[src/rscko_pkg.sv]
`default_nettype none
package rscko_pkg;

   // machine timing: six states of two phases per machine cycle
   localparam int unsigned PH_PER_MC = 12;
   localparam int unsigned PH_W = 4;
   localparam logic [PH_W-1:0] PH_LAST = 4'hB;
   localparam logic [PH_W-1:0] PH_S3P1 = 4'h4;
   localparam logic [PH_W-1:0] PH_S3P2 = 4'h5;
   localparam logic [PH_W-1:0] PH_S5P1 = 4'h8;
   localparam logic [PH_W-1:0] PH_S5P2 = 4'h9;

   // reset procedure length in machine cycles, and in oscillator ticks
   localparam int unsigned RST_MC = 2;
   localparam int unsigned RST_TICKS = RST_MC * PH_PER_MC;
   localparam int unsigned RST_CNT_W = 5;

   // slow-down divider for the clock output
   localparam int unsigned SLOW_DIV = 32;
   localparam int unsigned SLOW_W = 5;

   // register map, byte addresses
   localparam int unsigned ADDR_W = 8;
   localparam logic [ADDR_W-1:0] OFS_PORT_LATCH = 8'h00;
   localparam logic [ADDR_W-1:0] OFS_STATUS = 8'h04;
   localparam logic [ADDR_W-1:0] OFS_SYS_CTRL = 8'h08;
   localparam logic [ADDR_W-1:0] OFS_CONV_CTRL0 = 8'hD8;

   // field layout and reset values
   localparam int unsigned SYSTEM_CLOCK_OUTPUT_PIN_EN_BIT = 6;
   localparam int unsigned PIN_BIT = 6;
   localparam int unsigned SLOW_EN_BIT = 0;
   localparam logic [7:0] PORT_LATCH_RST = 8'hFF;
   localparam logic [7:0] CONV_CTRL0_RST = 8'h00;
   localparam logic [7:0] SYS_CTRL_RST = 8'h00;

   localparam logic [1:0] RESP_OKAY = 2'h0;
   localparam logic [1:0] RESP_SLVERR = 2'h2;

   typedef enum logic [5:0] {
      SEQ_PROC = 6'h01,
      SEQ_HOLD = 6'h02,
      SEQ_RECOG = 6'h04,
      SEQ_ADDR = 6'h08,
      SEQ_ALE = 6'h10,
      SEQ_RUN = 6'h20
   } rscko_seq_t;

   typedef struct packed {
      logic [PH_W-1:0] phase_idx;
      logic slow_active;
      logic fetch_active;
      logic in_reset;
   } rscko_status_t;

endpackage
`default_nettype wire

[src/rscko_top.sv]
`timescale 1ns/1ps
`default_nettype none
module rscko_top
   import rscko_pkg::*;
(
   // clock and bus reset
   input wire logic aclk,
   input wire logic aresetn,
   // clock source selection
   input wire logic osc_present,
   input wire logic aux_tick,
   // external reset and strap
   input wire logic ext_reset,
   input wire logic external_program_select_n,
   // core timing and sequence outputs
   output logic internal_reset,
   output logic fetch_address_drive,
   output logic ale_fall,
   output logic [PH_W-1:0] phase_index,
   output logic machine_cycle_end,
   // port pin
   output logic port_one_bit_six,
   // axi4-lite slave
   input wire logic [ADDR_W-1:0] s_axi_awaddr,
   input wire logic s_axi_awvalid,
   output logic s_axi_awready,
   input wire logic [31:0] s_axi_wdata,
   input wire logic [3:0] s_axi_wstrb,
   input wire logic s_axi_wvalid,
   output logic s_axi_wready,
   output logic [1:0] s_axi_bresp,
   output logic s_axi_bvalid,
   input wire logic s_axi_bready,
   input wire logic [ADDR_W-1:0] s_axi_araddr,
   input wire logic s_axi_arvalid,
   output logic s_axi_arready,
   output logic [31:0] s_axi_rdata,
   output logic [1:0] s_axi_rresp,
   output logic s_axi_rvalid,
   input wire logic s_axi_rready
);

   function automatic logic reg_hit(input logic [ADDR_W-1:0] a);
      reg_hit = (a == OFS_PORT_LATCH) || (a == OFS_STATUS) ||
                (a == OFS_SYS_CTRL) || (a == OFS_CONV_CTRL0);
   endfunction

   logic tick;
   logic [PH_W-1:0] ph_q;
   logic rst_s1_q;
   logic rst_s2_q;
   rscko_seq_t seq_q;
   logic [RST_CNT_W-1:0] rcnt_q;
   logic [SLOW_W-1:0] slow_q;
   logic clk_phase_q;
   logic [7:0] port_latch_q;
   logic [7:0] conv_ctrl_q;
   logic [7:0] sys_ctrl_q;
   logic load_defaults;
   logic aw_have_q;
   logic w_have_q;
   logic [ADDR_W-1:0] awaddr_q;
   logic [31:0] wdata_q;
   logic [3:0] wstrb_q;
   logic do_write;
   rscko_status_t status;

   // without an oscillator the watchdog's ticks step the sequence
   assign tick = osc_present ? 1'b1 : aux_tick;

   // twelve-phase machine cycle counter
   always_ff @(posedge aclk)
   begin
      if (!aresetn)
         ph_q <= '0;
      else if (tick)
         ph_q <= (ph_q == PH_LAST) ? '0 : ph_q + 1'b1;
   end

   assign phase_index = ph_q;
   assign machine_cycle_end = tick && (ph_q == PH_LAST);

   // phase-clock synchroniser; only the second stage is used
   always_ff @(posedge aclk)
   begin
      if (!aresetn)
      begin
         rst_s1_q <= 1'b0;
         rst_s2_q <= 1'b0;
      end
      else if (tick)
      begin
         rst_s1_q <= ext_reset;
         rst_s2_q <= rst_s1_q;
      end
   end

   // reset and start-up sequence
   always_ff @(posedge aclk)
   begin
      if (!aresetn)
      begin
         seq_q <= SEQ_PROC;
         rcnt_q <= '0;
      end
      else if (tick)
      begin
         case (seq_q)
            SEQ_PROC:
            begin
               // full two-cycle procedure regardless of release
               if (rcnt_q == RST_CNT_W'(RST_TICKS - 1))
                  seq_q <= rst_s2_q ? SEQ_HOLD : SEQ_RECOG;
               else
                  rcnt_q <= rcnt_q + 1'b1;
            end
            SEQ_HOLD:
            begin
               // held in reset while the input stays high
               if (!rst_s2_q)
                  seq_q <= SEQ_RECOG;
            end
            SEQ_RECOG:
            begin
               if (rst_s2_q)
                  seq_q <= SEQ_HOLD;
               else if (ph_q == PH_S5P2)
                  seq_q <= SEQ_ADDR;
            end
            SEQ_ADDR:
            begin
               if (ph_q == PH_S5P1)
                  seq_q <= SEQ_ALE;
            end
            SEQ_ALE:
               seq_q <= SEQ_RUN;
            SEQ_RUN:
            begin
               // a fresh high level restarts the whole procedure
               if (rst_s2_q)
               begin
                  seq_q <= SEQ_PROC;
                  rcnt_q <= '0;
               end
            end
            default:
            begin
               seq_q <= SEQ_PROC;
               rcnt_q <= '0;
            end
         endcase
      end
   end

   always_ff @(posedge aclk)
   begin
      if (!aresetn)
         internal_reset <= 1'b1;
      else
         internal_reset <= (seq_q == SEQ_PROC) || (seq_q == SEQ_HOLD) ||
                           (seq_q == SEQ_RECOG);
   end

   // address drive only with external program memory
   always_ff @(posedge aclk)
   begin
      if (!aresetn)
         fetch_address_drive <= 1'b0;
      else
         fetch_address_drive <= !external_program_select_n &&
            (((seq_q == SEQ_ADDR) && (ph_q == PH_S5P1)) ||
             (seq_q == SEQ_ALE) || (seq_q == SEQ_RUN));
   end

   // first falling edge of the address-latch strobe, one phase later
   always_ff @(posedge aclk)
   begin
      if (!aresetn)
         ale_fall <= 1'b0;
      else
         ale_fall <= tick && !external_program_select_n &&
                     (seq_q == SEQ_ALE) && (ph_q == PH_S5P2);
   end

   // defaults are reloaded on every step of the procedure
   assign load_defaults = tick && (seq_q == SEQ_PROC);

   // slow-down: clock output fires only every 32nd machine cycle
   always_ff @(posedge aclk)
   begin
      if (!aresetn)
         slow_q <= '0;
      else if (machine_cycle_end)
         slow_q <= slow_q + 1'b1;
   end

   // high in S3P1 and S3P2 only; S3 also ends each data-move strobe
   always_ff @(posedge aclk)
   begin
      if (!aresetn)
         clk_phase_q <= 1'b0;
      else
         clk_phase_q <= ((ph_q == PH_S3P1) || (ph_q == PH_S3P2)) &&
            (!sys_ctrl_q[SLOW_EN_BIT] || (slow_q == '0));
   end

   // pin mux; a zero latch pulls the pin low whatever the enable
   always_ff @(posedge aclk)
   begin
      if (!aresetn)
         port_one_bit_six <= PORT_LATCH_RST[PIN_BIT];
      else if (conv_ctrl_q[SYSTEM_CLOCK_OUTPUT_PIN_EN_BIT])
         port_one_bit_six <= port_latch_q[PIN_BIT] & clk_phase_q;
      else
         port_one_bit_six <= port_latch_q[PIN_BIT];
   end

   // axi write channel capture, either order
   assign s_axi_awready = !aw_have_q && !s_axi_bvalid;
   assign s_axi_wready = !w_have_q && !s_axi_bvalid;
   assign do_write = aw_have_q && w_have_q && !s_axi_bvalid;

   always_ff @(posedge aclk)
   begin
      if (!aresetn)
      begin
         aw_have_q <= 1'b0;
         awaddr_q <= '0;
      end
      else if (s_axi_awvalid && s_axi_awready)
      begin
         aw_have_q <= 1'b1;
         awaddr_q <= s_axi_awaddr;
      end
      else if (do_write)
         aw_have_q <= 1'b0;
   end

   always_ff @(posedge aclk)
   begin
      if (!aresetn)
      begin
         w_have_q <= 1'b0;
         wdata_q <= '0;
         wstrb_q <= '0;
      end
      else if (s_axi_wvalid && s_axi_wready)
      begin
         w_have_q <= 1'b1;
         wdata_q <= s_axi_wdata;
         wstrb_q <= s_axi_wstrb;
      end
      else if (do_write)
         w_have_q <= 1'b0;
   end

   always_ff @(posedge aclk)
   begin
      if (!aresetn)
      begin
         s_axi_bvalid <= 1'b0;
         s_axi_bresp <= RESP_OKAY;
      end
      else if (do_write)
      begin
         s_axi_bvalid <= 1'b1;
         s_axi_bresp <= reg_hit(awaddr_q) ? RESP_OKAY : RESP_SLVERR;
      end
      else if (s_axi_bready)
         s_axi_bvalid <= 1'b0;
   end

   // registers; the reset procedure overrides a concurrent write
   always_ff @(posedge aclk)
   begin
      if (!aresetn || load_defaults)
         port_latch_q <= PORT_LATCH_RST;
      else if (do_write && wstrb_q[0] && (awaddr_q == OFS_PORT_LATCH))
         port_latch_q <= wdata_q[7:0];
   end

   // reserved bits simply keep what was written
   always_ff @(posedge aclk)
   begin
      if (!aresetn || load_defaults)
         conv_ctrl_q <= CONV_CTRL0_RST;
      else if (do_write && wstrb_q[0] && (awaddr_q == OFS_CONV_CTRL0))
         conv_ctrl_q <= wdata_q[7:0];
   end

   always_ff @(posedge aclk)
   begin
      if (!aresetn || load_defaults)
         sys_ctrl_q <= SYS_CTRL_RST;
      else if (do_write && wstrb_q[0] && (awaddr_q == OFS_SYS_CTRL))
         sys_ctrl_q <= wdata_q[7:0];
   end

   assign status.phase_idx = ph_q;
   assign status.slow_active = sys_ctrl_q[SLOW_EN_BIT];
   assign status.fetch_active = (seq_q == SEQ_RUN);
   assign status.in_reset = internal_reset;

   // axi read channel; one read outstanding
   assign s_axi_arready = !s_axi_rvalid;

   always_ff @(posedge aclk)
   begin
      if (!aresetn)
      begin
         s_axi_rvalid <= 1'b0;
         s_axi_rdata <= '0;
         s_axi_rresp <= RESP_OKAY;
      end
      else if (s_axi_arvalid && s_axi_arready)
      begin
         s_axi_rvalid <= 1'b1;
         s_axi_rresp <= reg_hit(s_axi_araddr) ? RESP_OKAY : RESP_SLVERR;
         case (s_axi_araddr)
            OFS_PORT_LATCH: s_axi_rdata <= {24'h000000, port_latch_q};
            OFS_STATUS: s_axi_rdata <= {25'h0000000, status};
            OFS_SYS_CTRL: s_axi_rdata <= {24'h000000, sys_ctrl_q};
            OFS_CONV_CTRL0: s_axi_rdata <= {24'h000000, conv_ctrl_q};
            default: s_axi_rdata <= 32'h00000000;
         endcase
      end
      else if (s_axi_rready)
         s_axi_rvalid <= 1'b0;
   end

endmodule
`default_nettype wire

[config.mk]
export PLATFORM = sky130hd
export DESIGN_NAME = rscko_top
export DESIGN_NICKNAME = d
export VERILOG_FILES = /design/src/rscko_pkg.sv /design/src/rscko_top.sv
export SDC_FILE = /design/constraint.sdc
export NUM_CORES = 1
export LEC_CHECK = 0
export ABC_AREA = 1
export BUFFER_PORTS_ARGS = -buffer_cell sky130_fd_sc_hd__buf_2
export CORE_MARGIN = 2
export CORE_UTILIZATION = 54
export CTS_BUF_LIST = sky130_fd_sc_hd__clkbuf_16
export DETAILED_ROUTE_END_ITERATION = 10
export GPL_ROUTABILITY_DRIVEN = 0
export HOLD_SLACK_MARGIN = 0.15
export PLACE_DENSITY = 0.94
export SYNTH_ARGS = -nofsm -noshare
export SYNTH_HDL_FRONTEND = slang
export SYNTH_SLANG_ARGS = --single-unit
export TNS_END_PERCENT = 20
[constraint.sdc]
create_clock -name aclk -period 4.1 [get_ports aclk]
set_input_delay 0.41 -clock aclk [delete_from_list [all_inputs] [get_ports aclk]]
set_output_delay 0.41 -clock aclk [all_outputs]
set_load 0.005 [all_outputs]
## Word-level counts from Yosys, hierarchy flattened

Cells that the tools add are included.

- Add/sub/neg operators: 3
- Multiply operators: 0
- Divide/modulo/power cells: 0
- Magnitude comparators: 0
- Equality and inequality tests: 24
- Shift-type cells: 0
- Multiplexer cells: 24
- Bitwise gates (word level): 2
- Reductions and logical operators: 49

Operators with widths:

| cell | count |
|---|---|
| 6-bit two-way mux | 6 |
| 6-bit one-hot mux with 6 select lines | 1 |
| 8-bit one-hot mux with 4 select lines | 1 |
| 1-bit logical AND | 19 |
| 8-bit by 3-bit equality test with 1-bit output, second input constant | 2 |
| 8-bit by 4-bit equality test with 1-bit output, second input constant | 2 |
| 8-bit equality test, second input constant | 2 |
| 8-bit logical NOT | 2 |
| 5-bit one-hot mux with 3 select lines | 1 |
| 1-bit logical OR | 13 |
| 4-bit equality test, second input constant | 3 |
| 5-bit by 1-bit adder with 5-bit output, second input constant | 2 |
| 5-bit two-way mux | 2 |
| 2-bit != test, second input constant | 5 |
| 1-bit two-way mux | 9 |
| 4-bit by 3-bit equality test with 1-bit output, second input constant | 2 |
| 2-bit nonzero test | 4 |
| 1-bit logical NOT | 7 |
| 6-bit by 1-bit equality test with 1-bit output, second input constant | 1 |
| 6-bit by 2-bit equality test with 1-bit output, second input constant | 1 |
| 6-bit by 3-bit equality test with 1-bit output, second input constant | 1 |
| 6-bit by 4-bit equality test with 1-bit output, second input constant | 1 |
| 6-bit by 5-bit equality test with 1-bit output, second input constant | 1 |
| 6-bit equality test, second input constant | 1 |
| 12 further kinds | 13 |

- Register bits: 108
- Latch bits: 0
- Memory bits (writable): 0
- ROM bits: 0
- Output and inout port bits: 50
- Logic and storage cells: 126
- Memories kept: 0

## Longest topological paths before layout

- Depth after elaboration: 5
- Mapped depth: 11

## Worst setup path before layout

Ideal clock, no wire load.

- Kind: register to register
- From: register ph_q[0], in the netlist phase_index[0]
- To: register slow_q[3]
- Arrival time: 1.257 ns
- Setup slack: 2.724 ns
- Stages on the path, launching flop included: 9
- Buffers on the path: 0
- Path through: dfxtp_1 -> ha_1 -> inv_1 -> nor2_1 -> nand2_1 -> nor2_1 -> nand3_1 -> o21ai_0 -> a21oi_1

- Longest elaborated chain between the ends: 2

RTL lines:

| element | line | source |
|---|---|---|
| start: declaration | rscko_top.sv:49 | `logic [PH_W-1:0] ph_q;` |
| start signal: assignment | rscko_top.sv:77 | `ph_q <= (ph_q == PH_LAST) ? '0 : ph_q + 1'b1;` |
| 4-bit equality test | rscko_top.sv:81 | `assign machine_cycle_end = tick && (ph_q == PH_LAST);` |
| 1-bit logical AND | rscko_top.sv:81 |  |
| end signal: assignment | rscko_top.sv:194 | `slow_q <= slow_q + 1'b1;` |
| end: declaration | rscko_top.sv:54 | `logic [SLOW_W-1:0] slow_q;` |

No other way between the ends.
A chain may end at the register's enable or synchronous reset.

## Worst setup path after layout

- From: register ph_q[0], in the netlist phase_index[0]
- To: output port machine_cycle_end

- Longest elaborated chain between the ends: 2

RTL lines:

| element | line | source |
|---|---|---|
| 4-bit equality test | rscko_top.sv:81 |  |
| 1-bit logical AND | rscko_top.sv:81 |  |
| end: declaration | rscko_top.sv:20 | `output logic machine_cycle_end,` |

No other way between the ends.

==> results.md <==
- Most frequent cell after synthesis: nand2_1
- Postcts setup bufs: 0
- Post-route insts no fill: 710
- Die Y: 89.9 microns
- Initial antenna violation count: 0
- Post-synth EDFFs: 0
- CP max stage delay: 0.47 ns
- Final HPWL DP: 6410 microns
- WL final: a little under 9000 microns
- CTS resizes: 0
- # setup viols final: 0
- Pwr Density: 494 mW/mm^2
- DRT Pass-1 Iters: 6
- Worst-margin pin slew: 0.682 ns
- Yosys cell types: 35
- Crit path max fanout: 7
- Dominant cells by area after synthesis: dfxtp_1, nand2_1, nor2_1
- Synth Instances: 554
- Placed cell area: 0.00420 sq mm
- CP Capture Type: primary output
- Critical Path RT: 3.69 ns
- Startpoint class of the critical path: register
- Avg Inst Size Synth: between 7 and 8 sq um
- Final-report max-slew violation count: 0
- Ratio of cells with drive above 1 in the final layout: 17.0%
- Max Fclk: 493 MHz
- Die ar.: 0.00808 sq mm
- Seq cells post-synth: 82
- Vias: 3645
- N_diodes: 0
- Share of the synthesized area in the top cell type: about two fifths
- RSZ-0062 raised after global routing: false
- Warnings, synthesis: 0
- Vias in the first global route: 3415
- Crit path max-delay family: flip-flops
- CORE AREA: 0.00721 sq mm
- Ratio of final minimum period to clock period: about half
- CTS Hold Bufs: 0
- Max_cap viols: 0
- First-pass GRT wire length: 15000 microns
- H-tree Lvls: 3
- GRT Overall Usage: between 20 and 25%
- Seq/Total Area, Yosys: 41.2%
- Clock Path Buffers: 2
- Critical Path AT: 1.62 ns
- Critical path's slowest cell: dfxtp_1
- Nets@finish: 675
- P&R area growth vs syn: 12.0%
- Status: complete, no violations
- Static leakage: 2.07 nW
- Final instance area: 0.00446 sq mm
- Synth cell count leaders: nand2_1, nor2_1, dfxtp_1
- Routed Antenna Nets: 0
- WL per Instance: about 12 microns
- Synthesized area: around 0.004 sq mm
- CTS Sinks: 82
- Initial core utilization: 55.2%
- DR vias/cell: 5.13
- Num ports: 113
- Skew-Pair Late Insertion Delay: about 0.33 ns
- Die X: 89.9 microns
- Setup CP Type: reg2out
- Async SR Flop Fraction: 0%
- Largest area contributor in the netlist: dfxtp_1
- Final setup TNS: 0 ns
- Residual DRC: 0
- Clk pin slew, worst setup/hold paths: roughly 0.06 ns
- Fin crit period: 2.03 ns
- VDD IR-drop max: around 0.25 mV
- FP Rows: 31
- Hold crit path type: in2reg
- Root Buffer: clkbuf_16
- Worst setup skew after layout: 0.00431 ns
- Fill count: ~630
- TritonCTS buffer count: 9
- CP Buf/Inv Count: 3
- Final Util: 61.8%
- Final Hold Viols: 0
- Largest net degree at the start of global routing: 41
- Gr ovfl total: 0
- Rel. slew slack: 54.5%
- Placed cell count: 694
- Buffers on Ports: 59
- Initial DRC count: 300
- CTS tree: built
- Crit path cell chain: ha_1, inv_1, nor2_1, nand2_1, inv_2, buf_2
- Post-synth top flop: dfxtp_1
-- cells in the final DEF (no fill, tap or decap), types with 9 or more instances in the layout --
cell and n:
a21oi_1 41, buf_2 59, clkbuf_16 9, conb_1 26, dfxtp_1 82, inv_1 42
nand2_1 100, nand3_1 56, nor2_1 89, o21ai_0 36
-- registers in the layout, summed over array words and instances, names as in the netlist, 4 cells and up --
signal        count
conv_ctrl_q       8
seq_q             6
awaddr_q          8
phase_index       4
wdata_q           8
slow_q            5
sys_ctrl_q        8
rcnt_q            5
s_axi_rdata       8
port_latch_q      8
-- worst paths after layout --
check / slack [ns] / cells past startpoint / startpoint / to
max: 2.07 / 6 / phase_index[0]$_SDFFE_PN0N_ / machine_cycle_end
max reg2reg: 2.39 / 10 / phase_index[0]$_SDFFE_PN0N_ / slow_q[4]$_SDFFE_PN0P_
min: 0.32 / 3 / s_axi_awaddr[2] / awaddr_q[2]$_SDFFE_PN0P_
min reg2reg: 0.46 / 2 / s_axi_rdata[5]$_SDFFE_PN0P_ / s_axi_rdata[5]$_SDFFE_PN0P_
-- cells by family (layout without fill, tap and decap cells) --
kind of cell / after synthesis / in the layout / share of synthesized area, %
other cells: 1 / 26 / 0.0942
compound gates: 88 / 88 / 11.6
fa+ha+maj: 6 / 6 / 1.89
flops: 82 / 82 / 41.2
simple gates: 284 / 284 / 32.6
xor+xnor: 3 / 3 / 0.660
buf+inv: 90 / 122 / 11.9
-- report_power, final --
group          internal [W]  switching [W]  leakage [nW]
combinational      0.000189       0.000370          1.27
sequential         0.000866      0.0000677         0.669
clock              0.000402       0.000307         0.130
total               0.00146       0.000744          2.07
-- per-layer routing --
metal | vias to the layer above | track usage, % | wire [microns]
met3 | 26 | 4.95 | 609
met2 | 156 | 38.5 | 4200
met5 | - | 0 | 0
met4 | 0 | 9.87 | 244
met1 | 1610 | 27.0 | 3740
li1 | 1853 | - | -
-- cell type report --
type	count	area, sq um	area share [%]
clock buffer	9	225	5.05
multi-input combinational	407	1960	43.9
timing repair buffer	59	295	6.62
inverter	47	179	4.01
tap	99	124	2.78
clock inverter	7	37.5	0.842
sequential	82	1640	36.8
-- metrics by stage --
stage	hold slack [ns]	power (W)	setup WS, ns
6_report	0.324	0.00220	2.07
5_1_grt	0.351	0.00233	1.94
4_1_cts	0.320	0.00221	2.06
3_5_place_dp	0.446	0.00150	2.15
3_3_place_gp	0.446	0.00147	2.15
2_1_floorplan	0.424	0.00143	2.72
-- tightest hold or removal path, cell delays in order --
cell and delay, ns:
buf_2 0.07, o21ai_0 0.07, nor2_1 0.07
Power figures use the tool's default switching activity.
